[config.mk]
export PLATFORM = sky130hd
export DESIGN_NAME = bsc_bus_stretch_controller
export DESIGN_NICKNAME = d
export VERILOG_FILES = /design/src/hw/bsc_pkg.sv /design/src/hw/bsc_bus_stretch_controller.sv /design/src/hw/bsc_wait_sampler.sv
export VERILOG_INCLUDE_DIRS = /design/src /design/src/hw
export SDC_FILE = /design/constraint.sdc
export NUM_CORES = 1
export LEC_CHECK = 0
export BUFFER_PORTS_ARGS = -buffer_cell sky130_fd_sc_hd__buf_2
export CORE_AREA = 2 2 64 66
export DETAILED_ROUTE_END_ITERATION = 10
export DIE_AREA = 0 0 66 68
export GPL_ROUTABILITY_DRIVEN = 0
export PLACE_DENSITY = 0.83
export SLEW_MARGIN = 10
export SYNTH_ARGS = -nofsm -noshare
export SYNTH_HDL_FRONTEND = slang
export SYNTH_SLANG_ARGS = --single-unit
[constraint.sdc]
create_clock -name mclk -period 4.8 [get_ports mclk]
set_clock_uncertainty 0.2 [all_clocks]
set_input_delay 0.24 -clock mclk [delete_from_list [all_inputs] [get_ports mclk]]
set_output_delay 0.24 -clock mclk [all_outputs]
set_load 0.05 [all_outputs]
[src/hw/bsc_cfg.svh]
// Offsets, field positions, reset value and timing counts of the bus stretch controller
`ifndef BSC_CFG_SVH
`define BSC_CFG_SVH

// ****************************************************************
// Register placement
// ****************************************************************
// Printed register index; the byte address on the bus is four times it
`define BSC_CTRL_INDEX 16'hFFC2
`define BSC_ADDR_W 18
`define BSC_CTRL_ADDR 18'h3FF08

// ****************************************************************
// Field positions of wait_state_control
// ****************************************************************
`define BSC_CNT_LSB 0
`define BSC_CNT_MSB 1
`define BSC_MODE_LSB 2
`define BSC_MODE_MSB 3
`define BSC_FLASH_BIT 4
`define BSC_HALVE_BIT 5
`define BSC_AREA_BIT 6
`define BSC_SEL_BIT 7

// ****************************************************************
// Reset value and timing
// ****************************************************************
`define BSC_CTRL_RESET 8'h08
// Register bus answers this many cycles after the request appears
`define BSC_ACK_CYCLES 1

`endif

[src/hw/bsc_pkg.sv]
// Types shared by the bus stretch controller files
`default_nettype none

package bsc_pkg;

    // ****************************************************************
    // Stretch modes, as coded in the mode field
    // ****************************************************************
    typedef enum logic [1:0] {
        BSC_MODE_PROG = 2'b00,
        BSC_MODE_NONE = 2'b01,
        BSC_MODE_PIN  = 2'b10,
        BSC_MODE_AUTO = 2'b11
    } bsc_mode_t;

    // ****************************************************************
    // External bus cycle states
    // ****************************************************************
    typedef enum logic [2:0] {
        BSC_ST_IDLE = 3'b000,
        BSC_ST_T1   = 3'b001,
        BSC_ST_T2   = 3'b010,
        BSC_ST_TW   = 3'b011,
        BSC_ST_T3   = 3'b100
    } bsc_state_t;

endpackage

`default_nettype wire

[src/hw/bsc_bus_stretch_controller.sv]
// Bus stretch controller: control register, Avalon slave and wait-state sequencer
//
// The Avalon-MM slave port was decided locally.
`include "bsc_cfg.svh"
`default_nettype none

module bsc_bus_stretch_controller
(
    input wire logic mclk,
    input wire logic rstn,
    input wire logic [`BSC_ADDR_W-1:0] avs_address,
    input wire logic avs_read,
    input wire logic avs_write,
    input wire logic [31:0] avs_writedata,
    input wire logic [3:0] avs_byteenable,
    output logic [31:0] avs_readdata,
    output logic avs_waitrequest,
    input wire logic hwStandbyN,
    input wire logic cycStart,
    input wire logic cycExternal,
    input wire logic stretchReqN,
    output bsc_pkg::bsc_state_t busState,
    output logic waitInsert,
    output logic cycDone,
    output logic periphTick,
    output logic periphClockHalve,
    output logic flashRegsEnable,
    output logic emuRamSelect,
    output logic emuRamArea
);
    import bsc_pkg::*;

    // ****************************************************************
    // Declarations
    // ****************************************************************
    logic [7:0] ctrl_q;
    logic waitReq_q;
    logic [31:0] readData_q;
    logic busReq;
    logic ctrlHit;
    logic ctrlWrite;
    bsc_state_t state_q;
    bsc_state_t state_d;
    logic [1:0] cnt_q;
    logic [1:0] cnt_d;
    bsc_mode_t cycMode_q;
    logic [1:0] cycCount_q;
    logic cycExt_q;
    logic reqLow;
    logic waitIns_q;
    logic done_q;
    logic phase_q;
    logic tick_q;
    logic cycAccept;

    // ****************************************************************
    // Register bus slave
    // ****************************************************************
    assign busReq = avs_read | avs_write;
    assign ctrlHit = (avs_address == `BSC_CTRL_ADDR);
    // A write lands only on the edge where the master sees waitrequest low
    assign ctrlWrite = avs_write & ~waitReq_q & ctrlHit & avs_byteenable[0];

    always_ff @(posedge mclk or negedge rstn)
    begin
        if (!rstn)
        begin
            waitReq_q <= 1'b1;
        end
        else if (busReq && waitReq_q)
        begin
            waitReq_q <= 1'b0;
        end
        else
        begin
            waitReq_q <= 1'b1;
        end
    end

    always_ff @(posedge mclk or negedge rstn)
    begin
        if (!rstn)
        begin
            readData_q <= 32'h0000_0000;
        end
        else if (avs_read && waitReq_q)
        begin
            // Unmapped reads answer zero; upper bits always read zero
            readData_q <= ctrlHit ? {24'h00_0000, ctrl_q} : 32'h0000_0000;
        end
    end

    // ****************************************************************
    // Control register
    // ****************************************************************
    // Software standby has no port here: contents simply hold through it
    always_ff @(posedge mclk or negedge rstn)
    begin
        if (!rstn)
        begin
            ctrl_q <= `BSC_CTRL_RESET;
        end
        else if (!hwStandbyN)
        begin
            ctrl_q <= `BSC_CTRL_RESET;
        end
        else if (ctrlWrite)
        begin
            // All eight bits store and read back
            ctrl_q <= avs_writedata[7:0];
        end
    end

    // ****************************************************************
    // Side bits driven out of the register
    // ****************************************************************
    always_ff @(posedge mclk or negedge rstn)
    begin
        if (!rstn)
        begin
            periphClockHalve <= 1'b0;
            flashRegsEnable <= 1'b0;
            emuRamSelect <= 1'b0;
            emuRamArea <= 1'b0;
        end
        else
        begin
            periphClockHalve <= ctrl_q[`BSC_HALVE_BIT];
            flashRegsEnable <= ctrl_q[`BSC_FLASH_BIT];
            emuRamSelect <= ctrl_q[`BSC_SEL_BIT];
            emuRamArea <= ctrl_q[`BSC_AREA_BIT];
        end
    end

    // ****************************************************************
    // Peripheral clock enable
    // ****************************************************************
    // A tick per cycle, or every other cycle when halved; an enable
    // rather than a gated clock keeps the design on one clock tree
    always_ff @(posedge mclk or negedge rstn)
    begin
        if (!rstn)
        begin
            phase_q <= 1'b0;
            tick_q <= 1'b1;
        end
        else
        begin
            phase_q <= ctrl_q[`BSC_HALVE_BIT] ? ~phase_q : 1'b0;
            tick_q <= ~ctrl_q[`BSC_HALVE_BIT] | phase_q;
        end
    end

    // ****************************************************************
    // Request pin sampler
    // ****************************************************************
    bsc_wait_sampler u_sampler
    (
        .mclk(mclk),
        .rstn(rstn),
        .stretchReqN(stretchReqN),
        .reqLow(reqLow)
    );

    // ****************************************************************
    // Cycle capture
    // ****************************************************************
    // New cycles start only from idle or the closing T3
    assign cycAccept = cycStart && (state_q == BSC_ST_IDLE || state_q == BSC_ST_T3);

    // Settings are frozen per cycle so a register write mid-cycle is harmless
    always_ff @(posedge mclk or negedge rstn)
    begin
        if (!rstn)
        begin
            cycMode_q <= BSC_MODE_PIN;
            cycCount_q <= 2'h0;
            cycExt_q <= 1'b0;
        end
        else if (cycAccept)
        begin
            cycMode_q <= bsc_mode_t'(ctrl_q[`BSC_MODE_MSB:`BSC_MODE_LSB]);
            cycCount_q <= ctrl_q[`BSC_CNT_MSB:`BSC_CNT_LSB];
            cycExt_q <= cycExternal;
        end
    end

    // ****************************************************************
    // Wait-state sequencer
    // ****************************************************************
    always_comb
    begin
        state_d = state_q;
        cnt_d = cnt_q;
        unique case (state_q)
            BSC_ST_IDLE:
            begin
                if (cycAccept)
                begin
                    state_d = BSC_ST_T1;
                end
            end
            BSC_ST_T1:
            begin
                state_d = BSC_ST_T2;
            end
            BSC_ST_T2:
            begin
                state_d = BSC_ST_T3;
                cnt_d = 2'h0;
                if (!cycExt_q)
                begin
                    state_d = BSC_ST_T3;
                end
                else
                begin
                    unique case (cycMode_q)
                        BSC_MODE_PROG:
                        begin
                            if (cycCount_q != 2'h0)
                            begin
                                state_d = BSC_ST_TW;
                                cnt_d = cycCount_q;
                            end
                        end
                        BSC_MODE_NONE:
                        begin
                            state_d = BSC_ST_T3;
                        end
                        BSC_MODE_PIN:
                        begin
                            // With a zero count, T2 acts as the last counted state
                            if (cycCount_q != 2'h0)
                            begin
                                state_d = BSC_ST_TW;
                                cnt_d = cycCount_q;
                            end
                            else if (reqLow)
                            begin
                                state_d = BSC_ST_TW;
                                cnt_d = 2'h1;
                            end
                        end
                        BSC_MODE_AUTO:
                        begin
                            if (reqLow && cycCount_q != 2'h0)
                            begin
                                state_d = BSC_ST_TW;
                                cnt_d = cycCount_q;
                            end
                        end
                    endcase
                end
            end
            BSC_ST_TW:
            begin
                if (cnt_q != 2'h1)
                begin
                    cnt_d = cnt_q - 2'h1;
                end
                else if (cycMode_q == BSC_MODE_PIN && reqLow)
                begin
                    cnt_d = 2'h1;
                end
                else
                begin
                    // Auto-wait ends here whatever the pin does
                    state_d = BSC_ST_T3;
                    cnt_d = 2'h0;
                end
            end
            BSC_ST_T3:
            begin
                state_d = cycAccept ? BSC_ST_T1 : BSC_ST_IDLE;
            end
            default:
            begin
                state_d = BSC_ST_IDLE;
                cnt_d = 2'h0;
            end
        endcase
    end

    always_ff @(posedge mclk or negedge rstn)
    begin
        if (!rstn)
        begin
            state_q <= BSC_ST_IDLE;
            cnt_q <= 2'h0;
        end
        else
        begin
            state_q <= state_d;
            cnt_q <= cnt_d;
        end
    end

    always_ff @(posedge mclk or negedge rstn)
    begin
        if (!rstn)
        begin
            waitIns_q <= 1'b0;
            done_q <= 1'b0;
        end
        else
        begin
            waitIns_q <= (state_d == BSC_ST_TW);
            done_q <= (state_d == BSC_ST_T3);
        end
    end

    // ****************************************************************
    // Outputs
    // ****************************************************************
    assign avs_readdata = readData_q;
    assign avs_waitrequest = waitReq_q;
    assign busState = state_q;
    assign waitInsert = waitIns_q;
    assign cycDone = done_q;
    assign periphTick = tick_q;
endmodule // bsc_bus_stretch_controller

`default_nettype wire

[src/hw/bsc_wait_sampler.sv]
// Falling-edge sampler of the active-low stretch request pin
`default_nettype none

module bsc_wait_sampler
(
    input wire logic mclk,
    input wire logic rstn,
    input wire logic stretchReqN,
    output logic reqLow
);

    // ****************************************************************
    // Sample at the clock fall
    // ****************************************************************
    // The pin is judged mid-state, so the state machine sees it at the
    // rising edge that closes the same state
    logic low_q;

    always_ff @(negedge mclk or negedge rstn)
    begin
        if (!rstn)
        begin
            low_q <= 1'b0;
        end
        else
        begin
            low_q <= ~stretchReqN;
        end
    end

    assign reqLow = low_q;

endmodule // bsc_wait_sampler

`default_nettype wire

# Word-level counts from Yosys, hierarchy flattened
# Cells that the tools add are included.
# totals
wordCells,74
regBits,60
in_bits,62
# op_classes
mux,25
n_eq_ne,12
n_reduce_logical,10
n_bitwise,9
addsub,1
# op_table
operator,n
3-bit two-way mux,8
8-bit two-way mux,3
18-bit equality test (second input constant),1
3-bit one-hot mux with 5 select lines,1
2-bit one-hot mux with 3 select lines,2
3-bit one-hot mux with 4 select lines,1
2-bit two-way mux,5
3-bit by 2-bit equality test with 1-bit output (second input constant),3
3-bit equality test (second input constant),2
1-bit logical AND,5
1-bit two-way mux,5
2-bit equality test (second input constant),2
2-bit by 1-bit != test with 1-bit output (second input constant),2
1-bit inverter,4
1-bit bitwise AND,3
3-bit by 1-bit equality test with 1-bit output (second input constant),1
3-bit logical NOT,1
3-bit OR reduction,1
2-bit by 1-bit equality test with 1-bit output (second input constant),1
2-bit logical NOT,1
1-bit bitwise OR,2
2-bit nonzero test,1
2-bit by 1-bit subtractor with 2-bit output (second input constant),1
1-bit logical OR,1

# Logic depth before layout (Yosys ltp)
# Gate-level depths: netlist of the first run.
# logic_depth
depth_word,7
depth_mapped,5

# Cells and area by module
# Synthesis of the first run repeated with hierarchy kept, for this count alone.
# unflattened
cells_unflattened,150
hier_area_um2,1692.9
# by_module_without_submodules
module,instances,cells_per_inst,seq_area_each_um2,area_per_inst_um2
bsc_bus_stretch_controller,1,148,880.8,1664.1
bsc_wait_sampler,1,2,25.0,28.8

==> results of run 1 <==
Yosys cell counts (2+ instances only):
library cell	count
dfrtp_1	31
buf_4	24
nand2_1	21
mux2i_1	9
a22o_1	8
mux2_2	5
a21oi_1	4
dfstp_2	4
inv_1	4
nor2_1	4
a211oi_1	2
nand2b_1	2
nand3b_1	2
nand4_1	2
nor2b_1	2
o221ai_1	2
where the power goes:
group,internal [W],switching [W]
clock network,0.000114,0.000102
logic,0.0000864,0.000193
registers,0.000338,0.0000335
total,0.000538,0.000329
tightest hold or removal path: stages:
cell     delay, ns
buf_2         0.10
nand2_1       0.06
mux2i_1       0.06
layout make-up:
type	count	area, um^2	area share
Clock buffer	6	82.6	0.0396
Clock inverter	2	10.0	0.00480
Inverter	4	15.0	0.00721
Multi-Input combinational cell	104	654	0.314
Sequential cell	36	906	0.435
Tap cell	50	62.6	0.0300
Timing Repair Buffer	62	353	0.169
metrics by stage:
step,total power [W],std cells,cell area (um^2),worst slack (ns)
final,0.000867,264,2080,0.915
after global routing,0.000923,264,2080,0.818
after CTS,0.000875,264,2080,0.932
after detailed placement,0.000650,248,1910,0.940
after global placement,0.000642,248,1910,0.952
after floorplan,0.000600,170,1770,1.01
placed cells by master, fill, tap and decap left out, types with 4 or more instances in the layout:
cell type and n:
clkbuf_8 6, mux2i_1 9, conb_1 24, inv_1 4, nor2_1 4, mux2_2 5
a21oi_1 4, buf_2 53, dfstp_2 4, dlygate4sd3_1 8, nand2_1 21, dfrtp_1 31
a22o_1 8
flip-flops by register name, summed over array words and instances, names as in the netlist:
register	count
avs_readdata	8
avs_waitrequest	1
busState	3
cnt_q	2
ctrl_q	8
cycCount_q	2
cycDone	1
cycExt_q	1
cycMode_q	2
emuRamArea	1
emuRamSelect	1
flashRegsEnable	1
periphClockHalve	1
periphTick	1
phase_q	1
u_sampler.reqLow	1
waitInsert	1
worst max path at each step:
stage / endpoint / slack, ns / cells past startpoint
6_report: busState[0]$_DFF_PN0_ / 0.92 / 4
5_1_grt: busState[0]$_DFF_PN0_ / 0.82 / 4
4_1_cts: busState[0]$_DFF_PN0_ / 0.93 / 4
3_5_place_dp: busState[0]$_DFF_PN0_ / 0.94 / 4
3_3_place_gp: busState[0]$_DFF_PN0_ / 0.95 / 4
2_1_floorplan: busState[0]$_DFF_PN0_ / 1.01 / 4
layer usage:
layer	vias to the layer above	share of wire	GRT usage
met5	-	0	0
met3	11	0.067	0.0362
met2	59	0.50	0.289
met1	586	0.39	0.177
met4	0	0.039	0.107
li1	596	-	-
logic make-up after synthesis:
logic type	count (synthesis)	share of synthesized area
multiplexers	14	0.0871
adder cells (fa/ha/maj)	1	0.00744
AND/OR/NAND/NOR	42	0.135
AO/OA/AOI/OAI	23	0.106
other	1	0.00223
flip-flops	36	0.539
buffers and inverters	30	0.123
==> reports/summary.txt, run 1 <==
Outcome -> complete, no violations
Hold Buf Count CTS -> 8
Setup Viol. Count Final -> 0
CP startpoint kind -> flip-flop
Asr flop ratio synth -> 1.00
Root Driver -> clkbuf_8
I/O Buffers -> 53
Hold Path Origin -> avs_writedata[5]
Crit path kind -> reg2reg
Antenna Cells -> 0
Number of buffers created by CTS -> 5
WP data required -> 4.77 ns
Power per cell area -> 416 nW/um^2
Max-slew violations -> 0
Slew @ Worst Pin -> 0.970 ns
Layout area overhead -> 24.0%
Ports -> 105
Slew HR -> 0.348
Critical Path Start -> u_sampler.reqLow$_DFF_NN0_
NumNets Final -> 276
Slowest stage delay, CP -> 0.35 ns
Row cnt -> 23
Min Hold Slack -> 0.0138 ns
DP HPWL -> 2390 um
Filler instances -> 343
Antenna Nets Post-Route -> 0
WL per Instance -> 12.5 um
Sequential area share after synthesis -> 0.539
TritonCTS clock tree -> built
Via Count -> 1252
Hold path depth -> 3
Buf/Inv on CP -> 0
Die area -> 4490 um^2
Clock sink total -> 36
Post-Route WL -> 3310 um
CP top delay family -> compound AO/OA/AOI/OAI gates
Drt via density -> 4.74
Worst setup EP type -> flip-flop
Post-synth EDFFs -> 0
Largest net degree at the start of global routing -> 36
Die H -> 68 um
Clock H-tree levels -> 2
Slowest CP cell -> dfrtn_1
RR Startpoint -> u_sampler.reqLow$_DFF_NN0_
Initial drt markers -> 74
Unrepaired setup endpoints after global routing -> no
Synth Instances -> 147
RR Endpoint -> busState[0]$_DFF_PN0_
Syn Area/Cell -> 11.4 um^2
Post_cts resized -> 0
Path depth of the worst reg2reg path -> 4
Top cells by area, synth -> dfrtp_1 46%, buf_4 11%, dfstp_2 6.3%
Max-Cap Viols -> 0
Initial Util -> 0.436
Worst Hold Class -> in2reg
Fin util -> 0.540
Yosys warns -> 0
CTS clk-pin slew, worst paths -> 0.07 ns
Critical Path AT -> 3.86 ns
Total global-route track usage -> 0.163
Setup TNS -> 0 ns
Synth Register Bits -> 36
Vias in the first global route -> 1208
Ys flop type -> dfrtp_1
Core Area -> 3860 um^2
Share of cells above drive strength 1 -> 0.346
Die Span X -> 66 um
Cell breakdown of the critical path -> and3b_1, o311a_1, a21oi_1, o21bai_1
GRT overflow -> 0
Worst skew pair latency -> 0.29 ns
Initial antenna violation count -> 0
Clock Path Buffers -> 2
Crit-path max FO -> 4
Share of the synthesized area in the top cell type -> 0.462
Worst Hold Path EP -> ctrl_q[5]$_DFFE_PN0P_
First-pass GRT wire length -> 5330 um
DRC -> 0
Maximum VDD drop -> 167 uV
Post-synth top area cell -> dfrtp_1
Fin. Hold Viols -> 0
Synth cell types -> 37
Cell Area, Synth -> 1680 um^2
Leak Pwr -> 1.08 nW
Reg2Reg Setup Slack -> 0.92 ns
Post-CTS Setup Inserts -> 0
Initial DRT Pass Iterations -> 4
Power figures use the tool's default switching activity.
==> inputs of run 2 (changes only) <==
--- a/config.mk
+++ b/config.mk
@@ -7,11 +7,11 @@
 export NUM_CORES = 1
 export LEC_CHECK = 0
 export BUFFER_PORTS_ARGS = -buffer_cell sky130_fd_sc_hd__buf_2
-export CORE_AREA = 2 2 64 66
+export CORE_AREA = 2 2 67 69
 export DETAILED_ROUTE_END_ITERATION = 10
-export DIE_AREA = 0 0 66 68
+export DIE_AREA = 0 0 69 71
 export GPL_ROUTABILITY_DRIVEN = 0
-export PLACE_DENSITY = 0.83
+export PLACE_DENSITY = 0.76
 export SLEW_MARGIN = 10
 export SYNTH_ARGS = -nofsm -noshare
 export SYNTH_HDL_FRONTEND = slang
==> constraint.sdc (replaced) <==
create_clock -name mclk -period 3.7 [get_ports mclk]
set_clock_uncertainty 0.2 [all_clocks]
set_input_delay 0.185 -clock mclk [delete_from_list [all_inputs] [get_ports mclk]]
set_output_delay 0.185 -clock mclk [all_outputs]
set_load 0.05 [all_outputs]
==> run 2 against run 1 <==
Net effect: global-route usage down 2.7 points; setup slack got worse by 0.56 ns; first-iteration DRC count is 68% higher; critical endpoint unchanged; largest cell class unchanged.
==> reports/summary.txt, run 2 (synthesis results as in run 1) <==
Outcome -> complete, no violations
Setup TNS -> 0 ns (unchanged)
Crit-path max FO -> 4 (unchanged)
CTS clk-pin slew, worst paths -> 0.08 ns (about the same)
Unrepaired setup endpoints after global routing -> no
Drt via density -> 4.63 (-2.5%)
Layout area overhead -> 27.6%
WL per Instance -> 12.0 um (-4.5%)
Number of buffers created by CTS -> 5 (unchanged)
Initial drt markers -> 124 (+68%)
Buf/Inv on CP -> 0 (unchanged)
Row cnt -> 24 (+4.3%)
Worst skew pair latency -> 0.29 ns (about the same)
DP HPWL -> 2340 um (-2.0%)
Vias in the first global route -> 1160 (-4.0%)
M1 WL -> 1370 um (+6.0%)
Setup Viol. Count Final -> 0 (unchanged)
Die Span X -> 69 um (+4.5%)
Placed Cells -> 250 (+0.81%)
Power per cell area -> 552 nW/um^2 (+33%)
Clock sink total -> 36 (unchanged)
Clock H-tree levels -> 2 (unchanged)
Initial DRT Pass Iterations -> 4 (unchanged)
Antenna Cells -> 0 (unchanged)
Post-Route WL -> 3230 um (-2.3%)
Slowest stage delay, CP -> 0.35 ns (about the same)
GRT overflow -> 0 (unchanged)
First-pass GRT wire length -> 5330 um (unchanged)
Initial antenna violation count -> 0 (unchanged)
NumNets Final -> 280 (+1.4%)
Ports -> 105 (unchanged)
Commonest cells after routing, fill and taps aside -> 53 x buf_2, 31 x dfrtp_1, 24 x conb_1
Fin cells -> 270 (+2.3%)
Cell breakdown of the critical path -> and3b_1, o311a_1, a21oi_1, o21bai_1
Root Driver -> clkbuf_8
Total power -> 0.00118 W (+37%)
Fin. Hold Viols -> 0 (unchanged)
Antenna Nets Post-Route -> 0 (unchanged)
I/O Buffers -> 53 (unchanged)
Routed wl met3 -> 160 um (-28%)
CP startpoint kind -> flip-flop
Worst setup EP type -> flip-flop
Max-slew violations -> 0 (unchanged)
Leak Pwr -> 1.10 nW (+1.8%)
Core Area -> 4200 um^2 (+9.0%)
DRC -> 0 (unchanged)
Post_cts resized -> 0 (unchanged)
CP top delay family -> compound AO/OA/AOI/OAI gates
Slowest CP cell -> dfrtn_1
Maximum VDD drop -> 175 uV (+5.0%)
Via Count -> 1249 (-0.24%)
Most common cell after layout, fill and taps aside -> buf_2
Critical Path AT -> 3.31 ns (-0.55 ns)
Die H -> 71 um (+4.4%)
Metal2 WL -> 1640 um (-1.0%)
Initial Util -> 0.400 (-0.0361)
Clock Path Buffers -> 2 (unchanged)
Worst Hold Class -> in2reg
Share of cells above drive strength 1 -> 0.339 (-0.00634)
Crit path kind -> reg2reg
Slew HR -> 0.318 (-0.0299)
Slew @ Worst Pin -> 1.01 ns (+0.0445 ns)
Total global-route track usage -> 0.136 (-0.0272)
TritonCTS clock tree -> built
WP data required -> 3.67 ns (-1.10 ns)
Largest net degree at the start of global routing -> 36 (unchanged)
Die area -> 4900 um^2 (+9.2%)
Top Metal Used -> met4
Max-Cap Viols -> 0 (unchanged)
## run 2: cell count changes in the layout (fill, tap and decap cells not counted), sizes merged
cell         delta
clkbuf          -1
bufinv          +1
clkinv          -1
clkinvlp        +1
dlygate4sd3     +4
## run 2: through the flow
stage | setup slack [ns] | instance area [um^2] | utilization | hold WS, ns
6_report | 0.356 | 2140 | 0.510 | 0.0719
5_1_grt | 0.278 | 2140 | 0.510 | 0.0849
4_1_cts | 0.359 | 2140 | 0.510 | 0.0664
3_5_place_dp | 0.380 | 1910 | 0.455 | 0.112
3_3_place_gp | 0.396 | 1910 | 0.455 | 0.104
2_1_floorplan | 0.462 | 1770 | - | -0.311
## run 2: timing repair
| action | 4_1_cts | 5_1_grt |
|---|---|---|
| hold buffers | 12 | 0 |
| hold endpoints to repair | 41 | 0 |
| buffers inserted | 0 | 0 |
## run 2: routing by layer
metal  track usage  vias to the layer above
met2         0.215                       43
li1              -                      608
met4        0.0566                        0
met5             0                        -
met1         0.179                      593
met3        0.0356                        5
## run 2: final timing paths
kind	start	end	slack, ns	depth (start not counted)
min in group asynchronous	rstn	avs_readdata[6]$_DFFE_PN0P_	0.31	3
max reg2reg	u_sampler.reqLow$_DFF_NN0_	busState[0]$_DFF_PN0_	0.36	4
min	hwStandbyN	ctrl_q[1]$_DFFE_PN0P_	0.07	3
min reg2reg	ctrl_q[6]$_DFFE_PN0P_	emuRamArea$_DFF_PN0_	0.21	0
max in group asynchronous	rstn	u_sampler.reqLow$_DFF_NN0_	1.41	2
max	u_sampler.reqLow$_DFF_NN0_	busState[0]$_DFF_PN0_	0.36	4
## run 2: worst min-delay path: stages
cell and delay, ns:
buf_2 0.19, nand2_1 0.09, mux2i_1 0.06
## run 2: area by class of cell
type                       instances  area [um^2]
tap                               52         65.1
fill                             399         2060
sequential                        36          906
clock buffer                       5         68.8
multi-input combinational        104          654
inverter                           4         15.0
timing repair buffer              66          393
clock inverter                     3         42.5
## run 2: power breakdown
part           total, W  internal, W  switching [W]  leakage (nW)
sequential     0.000481     0.000438      0.0000432         0.476
combinational  0.000363     0.000114       0.000249         0.574
clock          0.000340     0.000199       0.000140        0.0541
==> inputs of run 3 (changes only) <==
--- a/config.mk
+++ b/config.mk
@@ -11,8 +11,9 @@
 export DETAILED_ROUTE_END_ITERATION = 10
 export DIE_AREA = 0 0 69 71
 export GPL_ROUTABILITY_DRIVEN = 0
-export PLACE_DENSITY = 0.76
+export PLACE_DENSITY = 0.77
 export SLEW_MARGIN = 10
 export SYNTH_ARGS = -nofsm -noshare
 export SYNTH_HDL_FRONTEND = slang
+export SYNTH_HIERARCHICAL = 1
 export SYNTH_SLANG_ARGS = --single-unit
==> run 3 against run 2 <==
Net effect: die area stayed put; clock-buffer cell count grew 1; cell area down 0.53%; clock power is 17% lower; sequential power grew 2%; synthesized area rose by 0.74%; worst hold slack gained 0.0014 ns; critical endpoint unchanged; register-to-register slack better by 0.06 ns; non-clock buffer count stayed put; sequential cell count is the same; via count is 0.72% higher; first-iteration DRC count is 48% lower.
==> reports/summary.txt, run 3 <==
Leak Pwr -> 1.11 nW (about the same)
Filler instances -> 400 (+0.25%)
Setup Viol. Count Final -> 0 (unchanged)
Antenna Nets Post-Route -> 0 (unchanged)
Post-synth top cells -> 31 x dfrtp_1, 24 x buf_4, 20 x nand2_1
Met1 Usage GRT -> 0.160 (-0.0188)
Post-Route WL -> 3220 um (-0.34%)
DP HPWL -> 2320 um (-0.66%)
Fin. Hold Viols -> 0 (unchanged)
First-pass GRT wire length -> 5260 um (-1.4%)
Most common cell after layout, fill and taps aside -> buf_2
Worst skew pair latency -> 0.29 ns (about the same)
CTS clk-pin slew, worst paths -> 0.07 ns (about the same)
Largest net degree at the start of global routing -> 36 (unchanged)
Synth Register Bits -> 36 (unchanged)
Max-slew violations -> 0 (unchanged)
Setup TNS -> 0 ns (unchanged)
GRT overflow -> 0 (unchanged)
RR Startpoint -> u_sampler/reqLow$_DFF_NN0_
Clock H-tree levels -> 2 (unchanged)
Post-synth top area cell -> dfrtp_1
Share of cells above drive strength 1 -> 0.335 (-0.00461)
Die H -> 71 um (unchanged)
Yosys warns -> 6 (+6)
Synth Instances -> 150 (+2.0%)
Antenna Cells -> 0 (unchanged)
TritonCTS clock tree -> built
Die Span X -> 69 um (unchanged)
Cell Area, Synth -> 1690 um^2 (+0.74%)
Ports -> 105 (unchanged)
Vias in the first global route -> 1151 (-0.78%)
Core Area -> 4200 um^2 (unchanged)
Slew HR -> 0.364 (+0.0463)
Clock sink total -> 36 (unchanged)
Share of the synthesized area in the top cell type -> 0.458 (-0.00341)
Fin util -> 0.507 (-0.00268)
Hold Path Origin -> hwStandbyN
Clock Path Buffers -> 2 (unchanged)
Row cnt -> 24 (unchanged)
Number of buffers created by CTS -> 5 (unchanged)
Outcome -> complete, no violations
M2 GR Usage -> 0.228 (+0.0128)
NumNets Final -> 283 (+1.1%)
Initial drt markers -> 64 (-48%)
Die area -> 4900 um^2 (unchanged)
Via Count -> 1258 (+0.72%)
Reg2Reg Setup Slack -> 0.41 ns (+0.06 ns)
Power per cell area -> 536 nW/um^2 (-2.8%)
WP data required -> 3.65 ns (-0.02 ns)
Synth cell types -> 35 (-5.4%)
Asr flop ratio synth -> 1.00 (unchanged)
Sequential area share after synthesis -> 0.535 (-0.00398)
Crit-path max FO -> 5 (+1)
Commonest cells after routing, fill and taps aside -> 53 x buf_2, 31 x dfrtp_1, 24 x conb_1
Unrepaired setup endpoints after global routing -> no
Most used routing layer -> met2
Total global-route track usage -> 0.135 (-0.00109)
Most frequent cell after synthesis -> dfrtp_1
Initial Util -> 0.403 (+0.00298)
CP startpoint kind -> flip-flop
Critical Path AT -> 3.24 ns (-0.07 ns)
WL per Instance -> 11.8 um (-1.4%)
Top cells by area, synth -> dfrtp_1 46%, buf_4 11%, dfstp_2 6.2%
Worst setup EP type -> flip-flop
Worst Hold Class -> in2reg
Crit path kind -> reg2reg
GRT met3 Usage -> 0.0370 (+0.00142)
Initial antenna violation count -> 0 (unchanged)
Layout area overhead -> 26.0%
Root Driver -> clkbuf_8
Max-Cap Viols -> 0 (unchanged)
Post_cts resized -> 0 (unchanged)
Critical Path Start -> u_sampler/reqLow$_DFF_NN0_
I/O Buffers -> 53 (unchanged)
Maximum VDD drop -> 203 uV (+16%)
Post-CTS Setup Inserts -> 0 (unchanged)
Drt via density -> 4.61 (-0.39%)
Slew @ Worst Pin -> 0.946 ns (-0.0689 ns)
DRC -> 0 (unchanged)
Initial DRT Pass Iterations -> 4 (unchanged)
Ys flop type -> dfrtp_1
Syn Area/Cell -> 11.3 um^2 (-1.3%)
Post-synth EDFFs -> 0 (unchanged)
## run 3: path summary, 6_finish.rpt
| kind | end | depth (start not counted) |
|---|---|---|
| setup / recovery | busState[0]$_DFF_PN0_ | 4 |
| hold / removal | ctrl_q[1]$_DFFE_PN0P_ | 3 |
| max in group asynchronous | u_sampler/reqLow$_DFF_NN0_ | 2 |
| setup reg to reg | busState[0]$_DFF_PN0_ | 4 |
| hold reg to reg | flashRegsEnable$_DFF_PN0_ | 0 |
| min in group asynchronous | busState[0]$_DFF_PN0_ | 3 |
## run 3: logic make-up after synthesis
family / share of synthesized area
other: 0.00222
adder cells (fa/ha/maj): 0.00739
buffers and inverters: 0.127
AO/OA/AOI/OAI: 0.112
multiplexers: 0.0806
AND/OR/NAND/NOR: 0.136
flip-flops: 0.535
## run 3: what timing repair did
item / CTS / global route
hold endpoints to repair: 41 / 0
hold buffers: 12 / 0
endpoints found under the setup margin: 0 / 0
## run 3: routing by layer
metal  up-vias  wire length (um)  share of wire
li1        616                 -              -
met1       603              1310           0.41
met2        32              1670           0.52
met3         7               171          0.053
met4         0                60          0.019
met5         -                 0              0
## run 3: critical path, cell delays in order, from the launching register on
cell,delay (ns)
dfrtn_1,0.34
nand2_1,0.12
o21ai_0,0.09
a22oi_1,0.39
o21ai_0,0.16
## run 3: area by class of cell
class	instances	area (um^2)	share of cell area
clock buffers	6	82.6	0.0387
clock inverters	2	10.0	0.00469
inverters	5	18.8	0.00880
multi-input cells	106	658	0.309
flip-flops and latches	36	906	0.425
well taps	52	65.1	0.0305
repair buffers	66	393	0.184
## run 3: through the flow
step | hold slack [ns] | cell area [um^2] | worst slack, ns | total power [W] | instances
after floorplan | -0.311 | 1780 | 0.515 | 0.000792 | 173
after global placement | 0.0550 | 1920 | 0.446 | 0.000853 | 253
after detailed placement | 0.0680 | 1920 | 0.436 | 0.000858 | 253
after CTS | 0.0654 | 2130 | 0.426 | 0.00116 | 273
after global routing | 0.0900 | 2130 | 0.266 | 0.00122 | 273
final | 0.0733 | 2130 | 0.414 | 0.00114 | 273
## run 3: power by group
group          internal [W]  total [W]  switching [W]
clock              0.000148   0.000282       0.000134
combinational      0.000118   0.000373       0.000255
sequential         0.000439   0.000489      0.0000500
